==> config.mk <==
export PLATFORM = sky130hd
export DESIGN_NAME = windowed_watchdog_timer
export DESIGN_NICKNAME = d
export VERILOG_FILES = /design/src/hdl/wdt_pkg.sv /design/src/hdl/wdt_count_if.sv /design/src/hdl/windowed_watchdog_timer.sv /design/src/hdl/wdt_count_core.sv
export SDC_FILE = /design/constraint.sdc
export NUM_CORES = 1
export LEC_CHECK = 0
export BUFFER_PORTS_ARGS = -buffer_cell sky130_fd_sc_hd__buf_4
export CORE_MARGIN = 4
export CORE_UTILIZATION = 45
export DETAILED_ROUTE_END_ITERATION = 10
export PLACE_DENSITY = 0.65
export SETUP_SLACK_MARGIN = 0.02
export SYNTH_ARGS = -nofsm -noshare
export SYNTH_HDL_FRONTEND = slang
export SYNTH_HIERARCHICAL = 1
export SYNTH_SLANG_ARGS = --single-unit
export TNS_END_PERCENT = 30
==> constraint.sdc <==
create_clock -name CLK -period 3.23 [get_ports CLK]
set_input_delay 0.1615 -clock CLK [delete_from_list [all_inputs] [get_ports CLK]]
set_output_delay 0.1615 -clock CLK [all_outputs]
set_load 0.1 [all_outputs]
==> src/hdl/wdt_pkg.sv <==
// Shared constants, register map and helper functions of the windowed watchdog
package wdt_pkg;
  // ----------------------------------------------------------------
  // Register indices and byte addresses
  // ----------------------------------------------------------------
  localparam int ADDR_W = 16;
  localparam logic [11:0] IDX_CONTROL_ZERO = 12'hED2;
  localparam logic [11:0] IDX_CLOCK_AND_WINDOW = 12'hED3;
  localparam logic [11:0] IDX_PRESCALE_READBACK = 12'hED4;
  localparam logic [11:0] IDX_COUNT_STATE = 12'hED6;
  localparam logic [11:0] IDX_RESET_FLAGS = 12'hED8;
  localparam logic [ADDR_W-1:0] ADDR_CONTROL_ZERO = {2'h0, IDX_CONTROL_ZERO, 2'h0};
  localparam logic [ADDR_W-1:0] ADDR_CLOCK_AND_WINDOW = {2'h0, IDX_CLOCK_AND_WINDOW, 2'h0};
  localparam logic [ADDR_W-1:0] ADDR_PRESCALE_READBACK = {2'h0, IDX_PRESCALE_READBACK, 2'h0};
  localparam logic [ADDR_W-1:0] ADDR_COUNT_STATE = {2'h0, IDX_COUNT_STATE, 2'h0};
  localparam logic [ADDR_W-1:0] ADDR_RESET_FLAGS = {2'h0, IDX_RESET_FLAGS, 2'h0};

  // ----------------------------------------------------------------
  // Field positions
  // ----------------------------------------------------------------
  localparam int SOFT_ENABLE_BIT = 0;
  localparam int PERIOD_LSB = 1;
  localparam int WINDOW_LSB = 0;
  localparam int CLOCK_SEL_LSB = 4;
  localparam int PRESCALE_LOW_LSB = 0;
  localparam int ARMED_BIT = 2;
  localparam int COUNT_LSB = 3;
  localparam int FLAG_TIMEOUT_RESET_BIT = 0;
  localparam int FLAG_WINDOW_VIOLATION_BIT = 1;
  localparam int FLAG_TIMEOUT_STATUS_BIT = 2;
  localparam int FLAG_POWERDOWN_STATUS_BIT = 3;

  // ----------------------------------------------------------------
  // Widths, codes and reset values
  // ----------------------------------------------------------------
  localparam int PRESCALE_W = 18;
  localparam int COUNT_W = 5;
  localparam logic [COUNT_W-1:0] COUNT_MAX = 5'h1F;
  localparam logic [1:0] MODE_OFF = 2'h0;
  localparam logic [1:0] MODE_SOFTWARE = 2'h1;
  localparam logic [1:0] MODE_OFF_IN_SLEEP = 2'h2;
  localparam logic [1:0] MODE_ALWAYS_ON = 2'h3;
  localparam logic [4:0] PERIOD_RUNTIME_SEL = 5'h1F;
  localparam logic [4:0] PERIOD_RESET = 5'h0B;
  localparam logic [4:0] PERIOD_MAX = 5'h12;
  localparam logic [4:0] PERIOD_MIN = 5'h00;
  localparam logic [2:0] FIELD_RUNTIME_SEL = 3'h7;
  localparam logic [2:0] CLOCK_SEL_RESET = 3'h0;
  localparam logic [2:0] CLOCK_SEL_LOW_FREQ = 3'h0;
  localparam logic [2:0] CLOCK_SEL_MID_FREQ = 3'h1;
  localparam logic [2:0] WINDOW_RESET = 3'h7;
  localparam logic [2:0] WINDOW_FULL = 3'h7;
  localparam logic [1:0] RESP_OKAY = 2'h0;
  localparam logic [1:0] RESP_SLVERR = 2'h2;

  // Reserved period codes fall back to the shortest interval
  function automatic logic [4:0] period_clip(input logic [4:0] sel);
    period_clip = (sel > PERIOD_MAX) ? PERIOD_MIN : sel;
  endfunction

  // Prescale bits that must all be one for a counter step
  function automatic logic [PRESCALE_W-1:0] tap_mask(input logic [4:0] sel);
    tap_mask = ~({PRESCALE_W{1'b1}} << sel);
  endfunction

  // Counter value at which the window opens: (7 - w) eighths of 32
  function automatic logic [COUNT_W-1:0] window_threshold(input logic [2:0] w);
    window_threshold = {~w, 2'h0};
  endfunction
endpackage

==> src/hdl/wdt_count_if.sv <==
// Bundle between the watchdog control logic and its count core
interface wdt_count_if;
  logic tick;
  logic clear;
  logic [4:0] period;
  logic [17:0] prescale;
  logic [4:0] count;
  logic overflow;
  modport core(input tick, input clear, input period, output prescale, output count, output overflow);
  modport ctrl(output tick, output clear, output period, input prescale, input count, input overflow);
endinterface

==> src/hdl/windowed_watchdog_timer.sv <==
// Windowed watchdog timer with its AXI4-Lite register slave
module windowed_watchdog_timer
  import wdt_pkg::*;
(
  input wire logic CLK,
  input wire logic RST,
  input wire logic DEVICE_RESET,
  input wire logic [ADDR_W-1:0] S_AXI_AWADDR,
  input wire logic S_AXI_AWVALID,
  output logic S_AXI_AWREADY,
  input wire logic [31:0] S_AXI_WDATA,
  input wire logic [3:0] S_AXI_WSTRB,
  input wire logic S_AXI_WVALID,
  output logic S_AXI_WREADY,
  output logic [1:0] S_AXI_BRESP,
  output logic S_AXI_BVALID,
  input wire logic S_AXI_BREADY,
  input wire logic [ADDR_W-1:0] S_AXI_ARADDR,
  input wire logic S_AXI_ARVALID,
  output logic S_AXI_ARREADY,
  output logic [31:0] S_AXI_RDATA,
  output logic [1:0] S_AXI_RRESP,
  output logic S_AXI_RVALID,
  input wire logic S_AXI_RREADY,
  input wire logic [1:0] WATCHDOG_MODE_CFG,
  input wire logic [2:0] CFG_CLOCK_SELECT,
  input wire logic [4:0] CFG_PERIOD_SELECT,
  input wire logic [2:0] CFG_WINDOW_SELECT,
  input wire logic LOW_FREQ_INTERNAL_OSC,
  input wire logic MID_FREQ_INTERNAL_OSC,
  input wire logic SLEEP,
  input wire logic OSC_STARTUP_TIMER,
  input wire logic OSC_FAIL,
  input wire logic WATCHDOG_CLEAR_INSTR,
  output logic SYSTEM_RESET,
  output logic WAKE,
  output logic WINDOW_VIOLATION_FLAG_N,
  output logic TIMEOUT_RESET_FLAG_N,
  output logic TIMEOUT_STATUS_N,
  output logic POWERDOWN_STATUS_N
);
  // ----------------------------------------------------------------
  // Pin synchronisers
  // ----------------------------------------------------------------
  logic [1:0] lf_sync_reg;
  logic [1:0] mf_sync_reg;
  logic lf_last_reg;
  logic mf_last_reg;
  logic [12:0] cfg_meta_reg;
  logic [12:0] cfg_sync_reg;
  logic [1:0] mode;
  logic [2:0] cfg_clock;
  logic [4:0] cfg_period;
  logic [2:0] cfg_window;

  always_ff @(posedge CLK) begin
    if (RST) begin
      lf_sync_reg <= 2'h0;
      mf_sync_reg <= 2'h0;
      lf_last_reg <= 1'b0;
      mf_last_reg <= 1'b0;
    end else begin
      lf_sync_reg <= {lf_sync_reg[0], LOW_FREQ_INTERNAL_OSC};
      mf_sync_reg <= {mf_sync_reg[0], MID_FREQ_INTERNAL_OSC};
      lf_last_reg <= lf_sync_reg[1];
      mf_last_reg <= mf_sync_reg[1];
    end
  end

  // Straps are static but cross in from pins, so they are synchronised too
  always_ff @(posedge CLK) begin
    if (RST) begin
      cfg_meta_reg <= 13'h0000;
      cfg_sync_reg <= 13'h0000;
    end else begin
      cfg_meta_reg <= {WATCHDOG_MODE_CFG, CFG_CLOCK_SELECT, CFG_PERIOD_SELECT, CFG_WINDOW_SELECT};
      cfg_sync_reg <= cfg_meta_reg;
    end
  end

  assign mode = cfg_sync_reg[12:11];
  assign cfg_clock = cfg_sync_reg[10:8];
  assign cfg_period = cfg_sync_reg[7:3];
  assign cfg_window = cfg_sync_reg[2:0];

  // ----------------------------------------------------------------
  // Register bus: write path
  // ----------------------------------------------------------------
  logic aw_held_reg;
  logic [ADDR_W-1:0] aw_addr_reg;
  logic w_held_reg;
  logic [7:0] w_data_reg;
  logic w_lane_reg;
  logic bvalid_reg;
  logic [1:0] bresp_reg;
  logic aw_take;
  logic w_take;
  logic wr_go;
  logic [ADDR_W-1:0] wr_addr;
  logic [7:0] wr_data;
  logic wr_lane;
  logic wr_mapped;
  logic wr_ctrl0;
  logic wr_ctrl1;
  logic wr_flags;

  assign S_AXI_AWREADY = !aw_held_reg && !bvalid_reg;
  assign S_AXI_WREADY = !w_held_reg && !bvalid_reg;
  assign aw_take = S_AXI_AWVALID && S_AXI_AWREADY;
  assign w_take = S_AXI_WVALID && S_AXI_WREADY;
  assign wr_go = (aw_held_reg || aw_take) && (w_held_reg || w_take);
  assign wr_addr = aw_held_reg ? aw_addr_reg : S_AXI_AWADDR;
  assign wr_data = w_held_reg ? w_data_reg : S_AXI_WDATA[7:0];
  assign wr_lane = w_held_reg ? w_lane_reg : S_AXI_WSTRB[0];
  assign wr_mapped = (wr_addr == ADDR_CONTROL_ZERO) || (wr_addr == ADDR_CLOCK_AND_WINDOW) ||
                     (wr_addr == ADDR_PRESCALE_READBACK) || (wr_addr == ADDR_COUNT_STATE) ||
                     (wr_addr == ADDR_RESET_FLAGS);
  assign wr_ctrl0 = wr_go && wr_lane && (wr_addr == ADDR_CONTROL_ZERO);
  assign wr_ctrl1 = wr_go && wr_lane && (wr_addr == ADDR_CLOCK_AND_WINDOW);
  assign wr_flags = wr_go && wr_lane && (wr_addr == ADDR_RESET_FLAGS);

  always_ff @(posedge CLK) begin
    if (RST) begin
      aw_held_reg <= 1'b0;
      aw_addr_reg <= '0;
      w_held_reg <= 1'b0;
      w_data_reg <= 8'h00;
      w_lane_reg <= 1'b0;
    end else if (wr_go) begin
      aw_held_reg <= 1'b0;
      w_held_reg <= 1'b0;
    end else begin
      if (aw_take) begin
        aw_held_reg <= 1'b1;
        aw_addr_reg <= S_AXI_AWADDR;
      end
      if (w_take) begin
        w_held_reg <= 1'b1;
        w_data_reg <= S_AXI_WDATA[7:0];
        w_lane_reg <= S_AXI_WSTRB[0];
      end
    end
  end

  always_ff @(posedge CLK) begin
    if (RST) begin
      bvalid_reg <= 1'b0;
      bresp_reg <= RESP_OKAY;
    end else if (wr_go) begin
      bvalid_reg <= 1'b1;
      bresp_reg <= wr_mapped ? RESP_OKAY : RESP_SLVERR;
    end else if (S_AXI_BREADY) begin
      bvalid_reg <= 1'b0;
    end
  end

  assign S_AXI_BVALID = bvalid_reg;
  assign S_AXI_BRESP = bresp_reg;

  // ----------------------------------------------------------------
  // Control fields and effective settings
  // ----------------------------------------------------------------
  logic soft_enable_reg;
  logic [4:0] period_reg;
  logic [2:0] clock_sel_reg;
  logic [2:0] window_reg;
  logic [4:0] period_field;
  logic [2:0] clock_field;
  logic [2:0] window_field;
  logic enabled;
  logic sleep_prev_reg;

  // Any device reset restores the two-second default
  always_ff @(posedge CLK) begin
    if (RST || DEVICE_RESET) begin
      soft_enable_reg <= 1'b0;
      period_reg <= PERIOD_RESET;
      clock_sel_reg <= CLOCK_SEL_RESET;
      window_reg <= WINDOW_RESET;
    end else begin
      if (wr_ctrl0) begin
        soft_enable_reg <= wr_data[SOFT_ENABLE_BIT];
        if (cfg_period == PERIOD_RUNTIME_SEL) begin
          period_reg <= wr_data[PERIOD_LSB +: 5];
        end
      end
      if (wr_ctrl1) begin
        if (cfg_clock == FIELD_RUNTIME_SEL) begin
          clock_sel_reg <= wr_data[CLOCK_SEL_LSB +: 3];
        end
        if (cfg_window == FIELD_RUNTIME_SEL) begin
          window_reg <= wr_data[WINDOW_LSB +: 3];
        end
      end
    end
  end

  // Fixed fields read back the strap value
  assign period_field = (cfg_period == PERIOD_RUNTIME_SEL) ? period_reg : cfg_period;
  assign clock_field = (cfg_clock == FIELD_RUNTIME_SEL) ? clock_sel_reg : cfg_clock;
  assign window_field = (cfg_window == FIELD_RUNTIME_SEL) ? window_reg : cfg_window;

  always_comb begin
    case (mode)
      MODE_ALWAYS_ON: enabled = 1'b1;
      MODE_OFF_IN_SLEEP: enabled = !SLEEP;
      MODE_SOFTWARE: enabled = soft_enable_reg;
      default: enabled = 1'b0;
    endcase
  end

  // ----------------------------------------------------------------
  // Count core and clear logic
  // ----------------------------------------------------------------
  wdt_count_if cnt ();
  logic windowed;
  logic window_open;
  logic clear_req;
  logic violation;
  logic valid_clear;
  logic sleep_enter;
  logic sleep_exit;
  logic timeout;
  logic armed_reg;
  logic rd_ctrl0;

  wdt_count_core u_count (
    .clk(CLK),
    .rst(RST),
    .cnt(cnt.core)
  );

  // Reserved clock codes keep the low-frequency base so protection stays on
  assign cnt.tick = (clock_field == CLOCK_SEL_MID_FREQ) ? (mf_sync_reg[1] && !mf_last_reg)
                                                         : (lf_sync_reg[1] && !lf_last_reg);
  assign cnt.period = period_clip(period_field);

  assign windowed = window_field != WINDOW_FULL;
  assign window_open = !windowed || (cnt.count >= window_threshold(window_field));
  assign clear_req = WATCHDOG_CLEAR_INSTR && enabled;
  assign violation = clear_req && windowed && (!armed_reg || !window_open);
  assign valid_clear = clear_req && !violation;
  assign sleep_enter = SLEEP && !sleep_prev_reg;
  assign sleep_exit = !SLEEP && sleep_prev_reg;

  // Divider changes of the system oscillator are not an input: count unaffected
  assign cnt.clear = DEVICE_RESET || valid_clear || violation || sleep_enter || sleep_exit ||
                     !enabled || OSC_STARTUP_TIMER || OSC_FAIL ||
                     wr_ctrl0 || wr_ctrl1;
  assign timeout = cnt.overflow && enabled;

  always_ff @(posedge CLK) begin
    if (RST) begin
      sleep_prev_reg <= 1'b0;
    end else begin
      sleep_prev_reg <= SLEEP;
    end
  end

  // Arming read wins over a clear in the same cycle
  always_ff @(posedge CLK) begin
    if (RST) begin
      armed_reg <= 1'b0;
    end else if (rd_ctrl0) begin
      armed_reg <= 1'b1;
    end else if (cnt.clear || clear_req) begin
      armed_reg <= 1'b0;
    end
  end

  // ----------------------------------------------------------------
  // Reset, wake and flag outputs
  // ----------------------------------------------------------------
  logic sys_reset_reg;
  logic wake_reg;
  logic violation_n_reg;
  logic timeout_reset_n_reg;
  logic timeout_status_n_reg;
  logic powerdown_status_n_reg;

  always_ff @(posedge CLK) begin
    if (RST) begin
      sys_reset_reg <= 1'b0;
      wake_reg <= 1'b0;
    end else begin
      sys_reset_reg <= violation || (timeout && !SLEEP);
      wake_reg <= timeout && SLEEP;
    end
  end

  // Hardware clears win over a software write in the same cycle
  always_ff @(posedge CLK) begin
    if (RST) begin
      violation_n_reg <= 1'b1;
    end else if (violation) begin
      violation_n_reg <= 1'b0;
    end else if (wr_flags) begin
      violation_n_reg <= wr_data[FLAG_WINDOW_VIOLATION_BIT];
    end
  end

  always_ff @(posedge CLK) begin
    if (RST) begin
      timeout_reset_n_reg <= 1'b1;
    end else if (timeout) begin
      timeout_reset_n_reg <= 1'b0;
    end else if (wr_flags) begin
      timeout_reset_n_reg <= wr_data[FLAG_TIMEOUT_RESET_BIT];
    end
  end

  always_ff @(posedge CLK) begin
    if (RST) begin
      timeout_status_n_reg <= 1'b1;
      powerdown_status_n_reg <= 1'b1;
    end else begin
      if (timeout) begin
        timeout_status_n_reg <= 1'b0;
      end else if (wr_flags) begin
        timeout_status_n_reg <= wr_data[FLAG_TIMEOUT_STATUS_BIT];
      end
      if (timeout && SLEEP) begin
        powerdown_status_n_reg <= 1'b0;
      end else if (wr_flags) begin
        powerdown_status_n_reg <= wr_data[FLAG_POWERDOWN_STATUS_BIT];
      end
    end
  end

  assign SYSTEM_RESET = sys_reset_reg;
  assign WAKE = wake_reg;
  assign WINDOW_VIOLATION_FLAG_N = violation_n_reg;
  assign TIMEOUT_RESET_FLAG_N = timeout_reset_n_reg;
  assign TIMEOUT_STATUS_N = timeout_status_n_reg;
  assign POWERDOWN_STATUS_N = powerdown_status_n_reg;

  // ----------------------------------------------------------------
  // Register bus: read path
  // ----------------------------------------------------------------
  logic rvalid_reg;
  logic [31:0] rdata_reg;
  logic [1:0] rresp_reg;
  logic ar_take;
  logic [31:0] rd_word;
  logic rd_mapped;

  assign S_AXI_ARREADY = !rvalid_reg;
  assign ar_take = S_AXI_ARVALID && S_AXI_ARREADY;
  assign rd_ctrl0 = ar_take && (S_AXI_ARADDR == ADDR_CONTROL_ZERO);

  always_comb begin
    rd_word = 32'h00000000;
    rd_mapped = 1'b1;
    case (S_AXI_ARADDR)
      ADDR_CONTROL_ZERO: begin
        rd_word[PERIOD_LSB +: 5] = period_field;
        rd_word[SOFT_ENABLE_BIT] = soft_enable_reg;
      end
      ADDR_CLOCK_AND_WINDOW: begin
        rd_word[CLOCK_SEL_LSB +: 3] = clock_field;
        rd_word[WINDOW_LSB +: 3] = window_field;
      end
      ADDR_PRESCALE_READBACK: begin
        rd_word[15:0] = cnt.prescale[17:2];
      end
      ADDR_COUNT_STATE: begin
        rd_word[COUNT_LSB +: 5] = cnt.count;
        rd_word[ARMED_BIT] = armed_reg;
        rd_word[PRESCALE_LOW_LSB +: 2] = cnt.prescale[1:0];
      end
      ADDR_RESET_FLAGS: begin
        rd_word[FLAG_WINDOW_VIOLATION_BIT] = violation_n_reg;
        rd_word[FLAG_TIMEOUT_RESET_BIT] = timeout_reset_n_reg;
        rd_word[FLAG_TIMEOUT_STATUS_BIT] = timeout_status_n_reg;
        rd_word[FLAG_POWERDOWN_STATUS_BIT] = powerdown_status_n_reg;
      end
      default: begin
        rd_mapped = 1'b0;
      end
    endcase
  end

  always_ff @(posedge CLK) begin
    if (RST) begin
      rvalid_reg <= 1'b0;
      rdata_reg <= 32'h00000000;
      rresp_reg <= RESP_OKAY;
    end else if (ar_take) begin
      rvalid_reg <= 1'b1;
      rdata_reg <= rd_word;
      rresp_reg <= rd_mapped ? RESP_OKAY : RESP_SLVERR;
    end else if (S_AXI_RREADY) begin
      rvalid_reg <= 1'b0;
    end
  end

  assign S_AXI_RVALID = rvalid_reg;
  assign S_AXI_RDATA = rdata_reg;
  assign S_AXI_RRESP = rresp_reg;
endmodule // windowed_watchdog_timer

==> src/hdl/wdt_count_core.sv <==
// Prescale counter and five-bit watchdog counter
module wdt_count_core
  import wdt_pkg::*;
(
  input wire logic clk,
  input wire logic rst,
  wdt_count_if.core cnt
);
  logic [PRESCALE_W-1:0] prescale_reg;
  logic [COUNT_W-1:0] count_reg;
  logic tap;

  assign tap = (prescale_reg & tap_mask(cnt.period)) == tap_mask(cnt.period);
  // Clear has priority so a cleared count never reports overflow
  assign cnt.overflow = cnt.tick && tap && (count_reg == COUNT_MAX) && !cnt.clear;
  assign cnt.prescale = prescale_reg;
  assign cnt.count = count_reg;

  always_ff @(posedge clk) begin
    if (rst || cnt.clear) begin
      prescale_reg <= '0;
    end else if (cnt.tick) begin
      prescale_reg <= prescale_reg + 18'h00001;
    end
  end

  always_ff @(posedge clk) begin
    if (rst || cnt.clear) begin
      count_reg <= '0;
    end else if (cnt.tick && tap) begin
      count_reg <= count_reg + 5'h01;
    end
  end
endmodule // wdt_count_core

==> out/results.tsv <==
metric	value	unit
outcome	finished, final reports clean	
Max clock buf depth	2	
area added between synthesis and finish	28.3	%
most frequent cells in the layout	dfxtp_1, buf_4, nor2_1	
ys flop type	dfxtp_1	
post-CTS repair timing setup buffer count	0	
Starting Density	46.8	%
via count	5029	
Total GRT Usage	20.3	%
relative slew slack	42.1	%
slowest stage cell, crit path	dfxtp_1	
core area	0.0122	mm²
Top delay family on crit path	simple AND/OR/NAND/NOR gates	
Clk pin slew, worst setup/hold paths	0.05	ns
critical path class	reg2reg	
row cnt	40	
r2r setup slk	0.36	ns
RD Place Congestion	0.859	
Max VDD drop	298	µV
number of setup violations in the final report	0	
total CTS buffers	17	
Least-Margin Pin Slew	0.868	ns
first-pass detailed-route iteration total	5	
Seq/Total Area, Yosys	42.3	%
Worst Path Arrival	3.20	ns
Leak	0.00300	µW
synthesized cell area	0.00572	mm²
Tmin final	2.87	ns
Synth cell types	72	
Ys Warns	6	
pwr dens	538	mW/mm²
CTS HTree Levels	4	
Post-synth EDFFs	0	
Routed WL	14600	µm
fin. max-slew vios	0	
max incr delay on CP	0.40	ns
Post-DP HPWL	10600	µm
Post-DRT Antenna Nets	0	
number of flip-flops in the largest register	18	
Layout Utilization	60.1	%
Clock Skew	0.0109	ns
synthesized instance count	647	
final period utilization	88.9	%
wire per inst	15.4	µm
layout cell share with drive strength beyond 1	19.6	%
total gr overflow	0	
first-pass GRT wire length	23600	µm
fmax	348	MHz
Avg Cell Area, Syn	8.84	µm²
CP Buf/Inv Count	0	
CP Cell Sequence	nand3_1 -> o21ai_1 -> o211ai_1 -> and2_1 -> nor2_1 -> nand2_1 -> o21ai_0 -> o21ai_0 -> nand4_1 -> nor4b_1 -> and3_1 -> and2_1 -> a21oi_1	
vias per cell	5.32	
largest net degree at the start of global routing	86	
Nets	867	
Seq cells post-synth	121	
Antenna diodes	0	
drt drc	0	
RSZ-0062 raised after global routing	no	
Root Buffer Master	clkbuf_16	
Final Hold Viols	0	
ys async rst share	0	%
DRT iter0 DRCs	312	
vias in the first global route	4756	
clk_lat worst skew	0.40	ns
CP Max Fanout	7	
startpoint types	flip-flop	
Max-Cap Viols	0	
worst hold path type	in2reg	
Clock Sinks	121	
CP endpoint kind	flip-flop	
critical path required time	3.56	ns
TNS Setup	0	ns
initial antenna violation count	0	
I/O pin count	142	
Die Wd	121	µm
TritonCTS clock tree	done	
Die Y	121	µm
PortBufs	95	
commonest non-fill, non-tap cell in the layout	dfxtp_1	
die footprint	0.0146	mm²
==> layer usage <==
metal / vias up / global-route usage (%) / wire [µm]
met5: - / 0 / 0
met2: 180 / 32.4 / 6600
met1: 2343 / 27.0 / 6730
met3: 22 / 4.26 / 978
met4: 0 / 8.00 / 290
li1: 2484 / - / -
==> power by group <==
part	switching [µW]	total, µW	internal [µW]	leakage, µW
clock	630	1830	1200	0.000284
combinational	357	544	187	0.00173
sequential	32.7	1570	1540	0.000986
==> path summary, 6_finish.rpt <==
| path | start | end | depth (start not counted) |
|---|---|---|---|
| worst max-delay path | cfg_sync_reg[4] | POWERDOWN_STATUS_N | 13 |
| worst min-delay path | S_AXI_WDATA[0] | w_data_reg[0] | 3 |
| worst max register to register | cfg_sync_reg[4] | POWERDOWN_STATUS_N | 13 |
| worst min register to register | cfg_meta_reg[6] | cfg_sync_reg[6] | 1 |
==> cell usage after synthesis (3+ instances only) <==
library cell / instances / area share, %
or4_1: 5 / 0.66
and2_1: 4 / 0.44
a221oi_1: 7 / 1.1
nor2_1: 86 / 5.6
dfxtp_1: 121 / 42
o21ai_0: 15 / 1.3
ha_1: 6 / 1.3
a21oi_1: 27 / 2.4
inv_1: 9 / 0.59
nor4_1: 3 / 0.33
buf_6: 3 / 0.59
nor3b_1: 4 / 0.52
o21ai_1: 12 / 1.0
nor2b_1: 36 / 3.9
a22oi_1: 5 / 0.66
nor4b_1: 3 / 0.46
xnor2_1: 5 / 0.77
a31oi_1: 3 / 0.33
mux2i_1: 40 / 7.0
a21o_1: 5 / 0.66
nor3_1: 12 / 1.0
o21a_1: 5 / 0.66
a211oi_1: 4 / 0.52
mux2_2: 6 / 1.2
nand2_1: 51 / 3.3
clkbuf_1: 18 / 1.2
or3_1: 4 / 0.44
o31ai_1: 6 / 0.79
and3b_1: 4 / 0.61
nand2b_1: 10 / 1.1
nand3b_1: 4 / 0.52
buf_2: 7 / 0.61
and3_1: 4 / 0.44
nand3_1: 23 / 2.0
xor2_1: 12 / 1.8
buf_4: 18 / 2.4
o22ai_1: 4 / 0.44
o211ai_1: 4 / 0.52
nand4_1: 10 / 1.1
==> cell type report <==
class	instances	area [µm²]
Sequential cell	121	2420
Fill cell	1099	4870
Clock inverter	8	95.1
Multi-Input combinational cell	487	3060
Timing Repair Buffer	129	1040
Inverter	10	37.5
Clock buffer	22	484
Tap cell	168	210
==> per-stage QoR <==
| stage | hold WS (ns) | setup WS (ns) | total power, µW | instances | cell area (µm²) |
|---|---|---|---|---|---|
| after detailed placement | 0.359 | 0.424 | 2120 | 888 | 6490 |
| final | 0.0114 | 0.358 | 3950 | 945 | 7340 |
| after global routing | 0.0112 | 0.0787 | 4080 | 945 | 7340 |
| after global placement | 0.354 | 0.472 | 2110 | 888 | 6490 |
| after floorplan | 0.262 | 0.497 | 1990 | 664 | 5780 |
| after CTS | 0.00127 | 0.384 | 3980 | 945 | 7340 |
==> cells by family after synthesis <==
group	after synthesis	synth area share, %
compound gates	115	13.6
xor+xnor	17	2.60
fa+ha+maj	6	1.31
buf+inv	56	5.40
flops	121	42.3
mux	50	9.08
other cells	1	0.0656
simple gates	281	25.6
==> repair_timing <==
item / 4_1_cts / 5_1_grt
gates resized for setup: 0 / 1
hold buffers: 27 / 0
setup endpoints to repair: 0 / 1
endpoints found under the hold margin: 27 / 0
==> worst reg2reg max path, stage by stage (launching register included) <==
cell,delay (ns)
dfxtp_1,0.40
nand3_1,0.09
o21ai_1,0.30
o211ai_1,0.16
and2_1,0.19
nor2_1,0.40
nand2_1,0.14
o21ai_0,0.22
o21ai_0,0.11
nand4_1,0.21
nor4b_1,0.10
and3_1,0.19
and2_1,0.18
a21oi_1,0.12
(Power assumes the default switching activity.)
